$ cat config.mk
export PLATFORM = sky130hd
export DESIGN_NAME = rse_return_set_exec
export DESIGN_NICKNAME = d
export VERILOG_FILES = /design/src/logic/rse_bit_set.sv /design/src/logic/rse_return_set_exec.sv
export SDC_FILE = /design/constraint.sdc
export NUM_CORES = 1
export LEC_CHECK = 0
export ABC_CLOCK_PERIOD_IN_PS = 6910
export BUFFER_PORTS_ARGS = -buffer_cell sky130_fd_sc_hd__buf_2
export CAP_MARGIN = 20
export CORE_ASPECT_RATIO = 0.5
export CORE_MARGIN = 2
export CORE_UTILIZATION = 35
export CTS_BUF_LIST = sky130_fd_sc_hd__clkbuf_4
export DETAILED_ROUTE_END_ITERATION = 6
export PLACE_DENSITY = 0.6
export SLEW_MARGIN = 20
export SYNTH_ARGS = -nofsm -noshare
export SYNTH_HDL_FRONTEND = slang
export SYNTH_SLANG_ARGS = --single-unit
$ cat constraint.sdc
create_clock -name core_clk_i -period 6.91 [get_ports core_clk_i]
set_input_delay 1.382 -clock core_clk_i [delete_from_list [all_inputs] [get_ports core_clk_i]]
set_output_delay 1.382 -clock core_clk_i [all_outputs]
set_load 0.01 [all_outputs]
$ cat src/logic/rse_bit_set.sv
package rse_pkg;

  // core widths; plain defaults for this core
  localparam int unsigned PC_W        = 13;
  localparam int unsigned STACK_DEPTH = 8;
  localparam int unsigned SP_W        = 3;
  localparam int unsigned NIB_W       = 4;
  localparam int unsigned DPX_W       = 4;
  localparam int unsigned DPY_W       = 4;
  localparam int unsigned DPZ_W       = 2;
  localparam int unsigned ADDR_W      = 4;
  localparam int unsigned RDATA_W     = 32;

  // register map (byte offsets)
  localparam logic [ADDR_W-1:0] CTRL_OFF   = 4'h0;
  localparam logic [ADDR_W-1:0] STATUS_OFF = 4'h4;
  localparam logic [ADDR_W-1:0] RETCNT_OFF = 4'h8;

  // field positions
  localparam int unsigned CTRL_EN_BIT      = 0;
  localparam int unsigned STAT_SP_LSB      = 0;
  localparam int unsigned STAT_BUSY_BIT    = 4;
  localparam int unsigned STAT_SHADOW_BIT  = 5;
  localparam int unsigned RETCNT_W         = 8;

  // reset values
  localparam logic [SP_W-1:0]     SP_RST     = 3'h0;
  localparam logic                EN_RST     = 1'b1;
  localparam logic [RETCNT_W-1:0] RETCNT_RST = 8'h00;

  typedef enum logic [2:0] {
    RSE_OP_NONE        = 3'h0,
    RSE_OP_INT_RETURN  = 3'h1, // interrupt_return_op
    RSE_OP_RETURN_SKIP = 3'h2,
    RSE_OP_BIT_SET     = 3'h3, // memory_bit_set_op
    RSE_OP_CARRY_SET   = 3'h4  // carry_set_op
  } rse_op_e;

  typedef enum logic [1:0] {
    RSE_ST_IDLE = 2'b00,
    RSE_ST_RET2 = 2'b01
  } rse_state_e;

  typedef struct packed {
    logic              valid;
    rse_op_e           op;
    logic [NIB_W-1:0]  imm;
  } rse_instr_s;

  typedef struct packed {
    logic [DPX_W-1:0] dp_x;
    logic [DPY_W-1:0] dp_y;
    logic [DPZ_W-1:0] dp_z;
    logic             carry_flag;
    logic             skip;
    logic             nop_mode;
    logic [NIB_W-1:0] acc;
    logic [NIB_W-1:0] aux;
  } rse_ctx_s;

  typedef struct packed {
    logic [ADDR_W-1:0]  addr;
    logic [31:0]        wdata;
    logic               wr;
    logic               rd;
  } rse_bus_s;

endpackage

`timescale 1ns/1ps

module rse_bit_set (
  // nibble in
  input  wire logic [rse_pkg::NIB_W-1:0] nib_i,
  input  wire logic [1:0]                idx_i,
  // nibble out
  output logic      [rse_pkg::NIB_W-1:0] nib_o
);

  always_comb begin
    nib_o = nib_i;
    nib_o[idx_i] = 1'b1;
  end

endmodule // rse_bit_set

$ cat src/logic/rse_return_set_exec.sv
`timescale 1ns/1ps

module rse_return_set_exec (
  // clock and reset
  input  wire logic                        core_clk_i,
  input  wire logic                        rst_i,
  // instruction issue
  input  wire rse_pkg::rse_instr_s         instr_i,
  output logic                             instr_ready_o,
  // call push and interrupt entry
  input  wire logic                        push_i,
  input  wire logic [rse_pkg::PC_W-1:0]    push_pc_i,
  input  wire logic                        int_take_i,
  input  wire rse_pkg::rse_ctx_s           ctx_i,
  // program counter and skip
  output logic                             pc_load_o,
  output logic      [rse_pkg::PC_W-1:0]    pc_o,
  output logic                             skip_next_o,
  // context restore and carry
  output logic                             restore_o,
  output rse_pkg::rse_ctx_s                ctx_o,
  output logic                             carry_set_o,
  // data memory
  input  wire logic [9:0]                  dp_addr_i,
  input  wire logic [rse_pkg::NIB_W-1:0]   mem_rdata_i,
  output logic                             mem_wr_o,
  output logic      [9:0]                  mem_addr_o,
  output logic      [rse_pkg::NIB_W-1:0]   mem_wdata_o,
  // register port
  input  wire rse_pkg::rse_bus_s           bus_i,
  output logic      [31:0]                 bus_rdata_o
);

  typedef struct packed {
    rse_pkg::rse_state_e                                  st;
    logic [rse_pkg::SP_W-1:0]                             sp;
    logic [rse_pkg::STACK_DEPTH-1:0][rse_pkg::PC_W-1:0]   stk;
    rse_pkg::rse_ctx_s                                    shadow;
    logic                                                 shadow_vld;
    logic                                                 en;
    logic [rse_pkg::RETCNT_W-1:0]                         retcnt;
    logic                                                 pc_load;
    logic [rse_pkg::PC_W-1:0]                             pc;
    logic                                                 skip;
    logic                                                 restore;
    rse_pkg::rse_ctx_s                                    ctx;
    logic                                                 carry_set;
    logic                                                 mem_wr;
    logic [9:0]                                           mem_addr;
    logic [rse_pkg::NIB_W-1:0]                            mem_wdata;
    logic [31:0]                                          rdata;
  } rse_reg_s;

  rse_reg_s                    s_q;
  rse_reg_s                    s_d;
  logic                        take;
  logic [rse_pkg::NIB_W-1:0]   set_nib;

  assign instr_ready_o = (s_q.st == rse_pkg::RSE_ST_IDLE);
  assign take          = instr_i.valid && instr_ready_o && s_q.en;

  // bit index straight from the immediate field
  rse_bit_set u_bit_set (
    .nib_i (mem_rdata_i),
    .idx_i (instr_i.imm[1:0]),
    .nib_o (set_nib)
  );

  always_comb begin
    s_d           = s_q;
    s_d.pc_load   = 1'b0;
    s_d.skip      = 1'b0;
    s_d.restore   = 1'b0;
    s_d.carry_set = 1'b0;
    s_d.mem_wr    = 1'b0;
    s_d.rdata     = 32'h0000_0000;

    // a push in the same cycle as a return still writes its slot, but the return's pointer decrement wins
    // the pointer wraps, so nesting deeper than the stack loses the oldest
    if (push_i) begin
      s_d.sp = s_q.sp + 3'h1;
      s_d.stk[s_q.sp + 3'h1] = push_pc_i;
    end

    // snapshot for the interrupt return
    if (int_take_i) begin
      s_d.shadow     = ctx_i;
      s_d.shadow_vld = 1'b1;
    end

    case (s_q.st)
      rse_pkg::RSE_ST_IDLE: begin
        if (take) begin
          case (instr_i.op)
            rse_pkg::RSE_OP_INT_RETURN,
            rse_pkg::RSE_OP_RETURN_SKIP: begin
              s_d.pc_load = 1'b1;
              s_d.pc      = s_q.stk[s_q.sp];
              s_d.sp      = s_q.sp - 3'h1;
              s_d.retcnt  = s_q.retcnt + 8'h01;
              if (instr_i.op == rse_pkg::RSE_OP_INT_RETURN) begin
                s_d.restore    = 1'b1;
                s_d.ctx        = s_q.shadow;
                // a snapshot taken in the same cycle wins over the clear
                s_d.shadow_vld = int_take_i;
              end else begin
                s_d.st = rse_pkg::RSE_ST_RET2;
              end
            end
            rse_pkg::RSE_OP_BIT_SET: begin
              // read-modify-write of the one nibble only
              s_d.mem_wr    = 1'b1;
              s_d.mem_addr  = dp_addr_i;
              s_d.mem_wdata = set_nib;
            end
            rse_pkg::RSE_OP_CARRY_SET: begin
              s_d.carry_set = 1'b1;
            end
            default: begin
            end
          endcase
        end
      end
      rse_pkg::RSE_ST_RET2: begin
        // second machine cycle ends with an unconditional skip
        s_d.skip = 1'b1;
        s_d.st   = rse_pkg::RSE_ST_IDLE;
      end
      default: begin
        s_d.st = rse_pkg::RSE_ST_IDLE;
      end
    endcase

    // register writes; a write never races an instruction on a flag
    if (bus_i.wr) begin
      if (bus_i.addr == rse_pkg::CTRL_OFF) begin
        s_d.en = bus_i.wdata[rse_pkg::CTRL_EN_BIT];
      end
    end

    if (bus_i.rd) begin
      if (bus_i.addr == rse_pkg::CTRL_OFF) begin
        s_d.rdata[rse_pkg::CTRL_EN_BIT] = s_q.en;
      end else if (bus_i.addr == rse_pkg::STATUS_OFF) begin
        s_d.rdata[rse_pkg::STAT_SP_LSB +: rse_pkg::SP_W] = s_q.sp;
        s_d.rdata[rse_pkg::STAT_BUSY_BIT]   = !instr_ready_o;
        s_d.rdata[rse_pkg::STAT_SHADOW_BIT] = s_q.shadow_vld;
      end else if (bus_i.addr == rse_pkg::RETCNT_OFF) begin
        s_d.rdata[rse_pkg::RETCNT_W-1:0] = s_q.retcnt;
      end else begin
        s_d.rdata = 32'h0000_0000;
      end
    end
  end

  always_ff @(posedge core_clk_i or posedge rst_i) begin
    if (rst_i) begin
      s_q        <= '0;
      s_q.st     <= rse_pkg::RSE_ST_IDLE;
      s_q.sp     <= rse_pkg::SP_RST;
      s_q.en     <= rse_pkg::EN_RST;
      s_q.retcnt <= rse_pkg::RETCNT_RST;
    end else begin
      s_q <= s_d;
    end
  end

  assign pc_load_o   = s_q.pc_load;
  assign pc_o        = s_q.pc;
  assign skip_next_o = s_q.skip;
  assign restore_o   = s_q.restore;
  assign ctx_o       = s_q.ctx;
  assign carry_set_o = s_q.carry_set;
  assign mem_wr_o    = s_q.mem_wr;
  assign mem_addr_o  = s_q.mem_addr;
  assign mem_wdata_o = s_q.mem_wdata;
  assign bus_rdata_o = s_q.rdata;

  // checks

  ret_pop_pc_a: assert property (
    @(posedge core_clk_i) disable iff (rst_i)
    take && !push_i && (instr_i.op == rse_pkg::RSE_OP_INT_RETURN ||
                        instr_i.op == rse_pkg::RSE_OP_RETURN_SKIP)
    |=> pc_load_o && pc_o == $past(s_q.stk[s_q.sp]))
    else $error("return did not load pc from stack top");

  ret_sp_dec_a: assert property (
    @(posedge core_clk_i) disable iff (rst_i)
    take && !push_i && (instr_i.op == rse_pkg::RSE_OP_INT_RETURN ||
                        instr_i.op == rse_pkg::RSE_OP_RETURN_SKIP)
    |=> s_q.sp == $past(s_q.sp) - 3'h1)
    else $error("return did not decrement stack pointer");

  ctx_restore_a: assert property (
    @(posedge core_clk_i) disable iff (rst_i)
    take && !int_take_i && instr_i.op == rse_pkg::RSE_OP_INT_RETURN
    |=> restore_o && ctx_o == $past(s_q.shadow) && instr_ready_o)
    else $error("interrupt return context mismatch");

  acc_restore_a: assert property (
    @(posedge core_clk_i) disable iff (rst_i)
    take && instr_i.op == rse_pkg::RSE_OP_INT_RETURN
    |=> ctx_o.acc == $past(s_q.shadow.acc) &&
        ctx_o.aux == $past(s_q.shadow.aux))
    else $error("accumulator or auxiliary not restored");

  skip_two_a: assert property (
    @(posedge core_clk_i) disable iff (rst_i)
    take && instr_i.op == rse_pkg::RSE_OP_RETURN_SKIP
    |=> !instr_ready_o && !skip_next_o ##1 skip_next_o && instr_ready_o)
    else $error("return-and-skip timing wrong");

  bit_set_a: assert property (
    @(posedge core_clk_i) disable iff (rst_i)
    take && instr_i.op == rse_pkg::RSE_OP_BIT_SET
    |=> mem_wr_o && mem_wdata_o[$past(instr_i.imm[1:0])])
    else $error("selected bit not set");

  bit_keep_a: assert property (
    @(posedge core_clk_i) disable iff (rst_i)
    take && instr_i.op == rse_pkg::RSE_OP_BIT_SET
    |=> mem_addr_o == $past(dp_addr_i) &&
        ((mem_wdata_o ^ $past(mem_rdata_i)) &
         ~(4'h1 << $past(instr_i.imm[1:0]))) == 4'h0)
    else $error("bit set disturbed other bits");

  carry_one_a: assert property (
    @(posedge core_clk_i) disable iff (rst_i)
    take && instr_i.op == rse_pkg::RSE_OP_CARRY_SET
    |=> carry_set_o && !skip_next_o && instr_ready_o && !mem_wr_o)
    else $error("carry set misbehaved");

  shadow_grab_a: assert property (
    @(posedge core_clk_i) disable iff (rst_i)
    int_take_i |=> s_q.shadow == $past(ctx_i) && s_q.shadow_vld)
    else $error("interrupt snapshot not captured");

  restore_only_a: assert property (
    @(posedge core_clk_i) disable iff (rst_i)
    restore_o |-> $past(take && instr_i.op == rse_pkg::RSE_OP_INT_RETURN))
    else $error("context restored without interrupt return");

  ctx_hold_a: assert property (
    @(posedge core_clk_i) disable iff (rst_i)
    !restore_o |-> ctx_o == $past(ctx_o))
    else $error("restored context changed without a restore");

  // the pop is only as good as the push that filled the slot
  push_store_a: assert property (
    @(posedge core_clk_i) disable iff (rst_i)
    push_i |=> s_q.stk[s_q.sp] == $past(push_pc_i) &&
               s_q.sp == $past(s_q.sp) + 3'h1)
    else $error("push did not store pc at the new top");

  sp_hold_a: assert property (
    @(posedge core_clk_i) disable iff (rst_i)
    !push_i && !take |=> s_q.sp == $past(s_q.sp))
    else $error("stack pointer moved without push or return");

  pc_only_a: assert property (
    @(posedge core_clk_i) disable iff (rst_i)
    pc_load_o |-> $past(take && (instr_i.op == rse_pkg::RSE_OP_INT_RETURN ||
                                 instr_i.op == rse_pkg::RSE_OP_RETURN_SKIP)))
    else $error("pc loaded without a return");

  skip_only_a: assert property (
    @(posedge core_clk_i) disable iff (rst_i)
    skip_next_o |-> $past(s_q.st == rse_pkg::RSE_ST_RET2))
    else $error("skip without a return-and-skip");

  skip_once_a: assert property (
    @(posedge core_clk_i) disable iff (rst_i)
    skip_next_o |=> !skip_next_o)
    else $error("skip held for more than one cycle");

  // the stall cycle must not accept anything, or a second op slips in
  ret2_refuse_a: assert property (
    @(posedge core_clk_i) disable iff (rst_i)
    !instr_ready_o |=> !pc_load_o && !restore_o && !carry_set_o &&
                       !mem_wr_o)
    else $error("instruction taken during the stall cycle");

  bit_set_only_a: assert property (
    @(posedge core_clk_i) disable iff (rst_i)
    mem_wr_o |-> $past(take && instr_i.op == rse_pkg::RSE_OP_BIT_SET))
    else $error("memory written without a bit set");

  mem_hold_a: assert property (
    @(posedge core_clk_i) disable iff (rst_i)
    !mem_wr_o |-> mem_addr_o == $past(mem_addr_o) &&
                  mem_wdata_o == $past(mem_wdata_o))
    else $error("memory outputs changed without a write");

  carry_only_a: assert property (
    @(posedge core_clk_i) disable iff (rst_i)
    carry_set_o |-> $past(take && instr_i.op == rse_pkg::RSE_OP_CARRY_SET))
    else $error("carry set without a carry set instruction");

endmodule // rse_return_set_exec

# --- Word-level counts from Yosys, hierarchy flattened ---
# Cells that the tools add are included.
# Widths: inputs -> output; s select.
word_totals:
  ff_bits: 225
  input_bits: 98
  out_inout_bits: 86
  wordCells: 106
op_classes:
  add_sub_neg: 3
  order_cmp: 5
  n_eq_ne: 10
  n_mux: 36
  n_bitwise: 1
  reduce_logical: 13
op_table:
  columns: ["operator", "count"]
  rows:
  - ["$mux 107", 1]
  - ["$bwmux 104", 1]
  - ["$mux 38", 2]
  - ["$mux 22", 2]
  - ["$mux 14", 3]
  - ["$bmux 13 s3", 1]
  - ["$demux 13 s3", 1]
  - ["$mux 32", 1]
  - ["$mux 31", 1]
  - ["$mux 13", 2]
  - ["$mux 15", 1]
  - ["$mux 1", 10]
  - ["$mux 5", 2]
  - ["$reduce_and 3->1", 3]
  - ["$add 8x1->8 const B", 1]
  - ["$lt 3x4->1 const B", 2]
  - ["$mux 2", 4]
  - ["$mux 8", 1]
  - ["$eq 3x2->1 const B", 2]
  - ["$mux 3", 2]
  - ["$eq 4x3->1 const B", 1]
  - ["$eq 4x4->1 const B", 1]
  - ["$logic_and 1x1->1", 4]
  - ["$logic_not 4->1", 1]
  - ["17 further kinds", 18]

# --- Logic depth before layout (Yosys ltp) ---
logic_depth:
  word_depth: 10
  mapped_depth: 8
  mapped_depth_nobuf: 5

# --- Cells and area by module ---
# A second synthesis with hierarchy kept.
unflattened:
  cells_unflattened: 671
  area_unflattened_um2: 9113.7
modules_own_cells:
  columns: ["mod", "n_inst", "cells_per_inst", "area_per_inst_um2", "seq_area_each_um2"]
  rows:
  - ["rse_return_set_exec", 1, 666, 9078.7, 5006.1]
  - ["rse_bit_set", 1, 5, 35.0, 0.0]

# --- Least setup slack after synthesis ---
# Ideal clock, no wire load.
synth_path:
  path_kind: "input-to-reg"
  startpoint: "in push_i"
  endpoint: "reg s_q[129] (netlist bit)"
  setup_ps: 125
  t_arrival_ps: 2532
  t_required_ps: 6785
  setup_slack_ps: 4253
  cell_stages: 5
  path_buffers: 2
  cell_sequence: "buf_2 > nand2b_1 > nor3_1 > buf_4 > mux2_2"
synth_lines:
  columns: ["element", "line_no", "rtl"]
  rows:
  - ["from (decl)", "rse_return_set_exec.sv:11", "input wire logic push_i,"]
  - ["to (decl)", "rse_return_set_exec.sv:54", "rse_reg_s s_q;"]

# --- Worst setup path in the final report ---
layout_path:
  startpoint: "reg s_q[220] (netlist bit)"
  endpoint: "reg s_q[194] (netlist bit)"
layout_via:
  elab_chain_cells: 6
  word_cells_on_any_way: 7
  classes_between: "add/sub: 1; order compare: 2; mux: 3; reduce/logical: 1"
layout_rtl:
  columns: ["element", "line_no", "rtl"]
  rows:
  - ["$add 3x1->3 (*)", "rse_return_set_exec.sv:82", "s_d.stk[s_q.sp + 3'h1] = push_pc_i;"]
  - ["$lt 3x4->1 (implied by the code) / $ge 3x1->1 (equally long branches)", "rse_return_set_exec.sv:82", null]
  - ["$logic_and 1x1->1 (implied by the code)", "rse_return_set_exec.sv:82", null]
  - ["$mux 13 (implied by the code)", "rse_return_set_exec.sv:82", null]
  - ["$demux 13 s3 (*)", "rse_return_set_exec.sv:82", null]
  - ["$bwmux 104 (*)", "rse_return_set_exec.sv:82", null]
# Mark *: on every way between the ends. The rest lies on a longest branch, timed or not.
# A chain may end at the register's enable or synchronous reset.

==> metrics.md <==
| Metric | Value |
|---|---|
| Synth top area share | 0.540 |
| Nets@finish | ~840 |
| Synth Area per Inst | around 14 sq um |
| Vias in the first global route | ~5.6k |
| Grt total ovfl | 0 |
| Drt via density | a little under 5 |
| Slew Limit Fails | 0 |
| Initial antenna violation count | 1 |
| RePlAce Congestion | slightly below 0.8 |
| Flop pwr share | 0.456 |
| P_sw | 1.36 mW |
| Reg2reg end | s_q[194] |
| Metal3 WL | ~970 um |
| CP Launch Type | flop |
| Max Cap Viol | 0 |
| Die width | approximately 230 um |
| Pint | roughly 2.7 mW |
| Worst setup EP type | flop |
| Clk_skew | roughly 0.029 ns |
| CTS sink cnt | 200 |
| Finished Core Util | 0.391 |
| DP Area | a little under 10000 sq um |
| Min-Delay Endpoint | s_q[92] |
| Peak VDD IR | 0.000145 V |
| WS Path Type | flop to flop |
| IO Pins | roughly 180 |
| Hold Vio Cnt, Final | 0 |
| Root Buffer | clkbuf_4 |
| Initial Utilization | 0.361 |
| Area leader, netlist | dfrtp_1 |
| Register area share after synthesis | 0.543 |
| Mapped cell area | roughly 9000 sq um |
| Row count | just over 40 |
| Synth unique cells | between 40 and 50 |
| Cts hold-fix bufs | 0 |
| Worst relative slew slack | 0.353 |
| Comb pwr share | 0.392 |
| # resized after CTS | 0 |
| First-pass GRT wire length | 30800 um |
| Worst EP arrival | a little under 4 ns |
| DR iter-0 viols | 342 |
| CTS tree | yes |
| DP Worst Slack | 3.32 ns |
| Static Leak | 4.71 nW |
| Routed length on met1 | between 9000 and 10000 um |
| Req. time, crit path | approximately 7.4 ns |
| Async SR Flop Fraction | 1.00 |
| Worst hold path class | flop to flop |
| Met2 routed WL | 9140 um |
| Most common cell in the netlist | dfrtp_1 |
| Largest net degree at the start of global routing | 151 |
| Top cells by count, synth | 199 x dfrtp_1, 168 x mux2_2, 86 x buf_4 |
| Worst slew pin tran | approximately 0.97 ns |
| Detailed Route WL | slightly below 20000 um |
| HP Start | s_q[92] |
| Drt pass-1 iters | 4 |
| EDFF count, synth | 0 |
| Top routing layer used | met4 |
| Min Tclk post-route | around 3.5 ns |
| Main synth FF type | dfrtp_1 |
| Worst-path clk slew | 0.16 ns |
| Synthesis-to-finish area growth | 8.22% |
| RR Startpoint | s_q[220] |
| # setup viols final | 0 |
| H-tree Lvls | 4 |
| Layout cells sized above 1 | 0.484 |
| Number of CTS-inserted buffers | 17 |
| Max clock buf depth | 2 |
| RSZ-0062 raised after global routing | false |
| Power share of the clock group | 0.152 |
| Syn. warnings | 0 |
| Area contributors post-synth | dfrtp_1 54%, mux2_2 21%, buf_4 7.0% |
| Dpl hpwl | roughly 12000 um |
| PortBufs | around 130 |
| Setup_tns | 0 ns |
| Number of routed nets with antenna violations | 0 |
| Setup Buffers After CTS | 0 |
| FF-to-FF setup slack | about 3.4 ns |
| Status | finished clean |
| Drt drc | 0 |
| Syn Inst Count | 674 |
| Total Power | 4.03 mW |
| WHS Path Cells | 1 |
| Die area | approximately 28000 sq um |
| Finished Cell Area | ~10000 sq um |
| Placed cells | about 1.1k |
| Fraction of power spent switching nets | 0.337 |
| Final period util | 0.506 |
| Hold Slack | 0.481 ns |
| Core ar. | between 20000 and 30000 sq um |
| Total GRT Usage | 0.145 |
| Clock latency on the worst-skew pair | 0.59 ns |
| Final setup margin | 3.42 ns |
| Power Density | 404 nW/um^2 |
| Post-Layout Cell Count | ~1.1k |
| R2R cell count | 5 |
| Wire per inst | 17.8 um |
| Vias | about 5.3k |
| FMAX | about 290 MHz |
| Die Ht | 119 um |
| Crit-path max FO | 60 |
| Register bit total from synthesis | 200 |
final cells by class:
| cell class | instances | area (sq um) |
|---|---|---|
| sequential | 200 | 5010 |
| timing repair buffer | 136 | 719 |
| antenna | 1 | 2.50 |
| clock inverter | 12 | 128 |
| tap | 344 | 430 |
| fill | 2446 | 15600 |
| clock buffer | 19 | 143 |
| inverter | 9 | 46.3 |
| multi-input combinational | 372 | 3510 |
kinds of logic after synthesis:
kind of cell               synth area share
adders and majority gates           0.00407
AOI/OAI and AO/OA                    0.0479
other                              0.000406
xor gates and xnor gates             0.0123
buffers and inverters                0.0922
and+or+nand+nor                      0.0327
DFF                                   0.543
muxes                                 0.268
flip-flops by register name, summed over array words and instances, names as in the netlist:
name         cells
mem_wr_o         1
pc_load_o        1
mem_wdata_o      4
ctx_o           21
pc_o            13
skip_next_o      1
bus_rdata_o      8
s_q            139
restore_o        1
carry_set_o      1
mem_addr_o      10
placed cells by master (no fill, tap or decap), types with 3 or more instances in the layout:
cell type,count
a21oi_1,3
a22o_1,13
a22oi_1,4
and2_1,3
buf_2,126
buf_4,8
clkbuf_4,19
clkinv_1,3
clkinv_4,3
conb_1,24
dfrtp_1,198
ha_1,3
inv_1,8
mux2_2,168
mux2_4,18
mux2i_1,31
nand2_1,5
nand3_1,4
nand4_1,4
nor2_1,8
nor2b_1,3
nor4_1,4
o21ai_0,13
o21bai_1,3
o22ai_1,13
o31ai_1,13
xnor2_1,3
xor2_1,9
power groups by stage:
stage | Clock (mW) | Sequential [mW] | Combinational, mW
after floorplan | 0 | 1.80 | 1.36
after global placement | 0 | 1.84 | 1.55
after detailed placement | 0 | 1.87 | 1.59
after CTS | 0.635 | 1.84 | 1.59
after global routing | 0.691 | 1.90 | 1.72
final | 0.614 | 1.84 | 1.58
routing by layer:
metal  up-vias  global-route usage
met2       100               0.231
met1      2794               0.194
met5         -                   0
li1       2421                   -
met3        25              0.0395
met4         0              0.0415
worst max path at each step:
stage | start | end | slack [ns] | depth (start not counted)
global route | s_q[220] | s_q[201] | 3.21 | 5
global placement | s_q[220] | s_q[150] | 3.37 | 5
floorplan | rst_i | bus_rdata_o[0] | 0.08 | 1
finish | s_q[220] | s_q[194] | 3.42 | 5
CTS | s_q[220] | s_q[149] | 3.30 | 5
detailed placement | s_q[220] | s_q[148] | 3.32 | 5
critical path, cell delays in order, from the launching register on:
cell     delay (ns)
dfrtp_2        0.37
buf_4          0.72
ha_1           0.36
xor2_1         0.48
nand4_1        0.83
mux2_2         0.58
(Power assumes the default switching activity.)
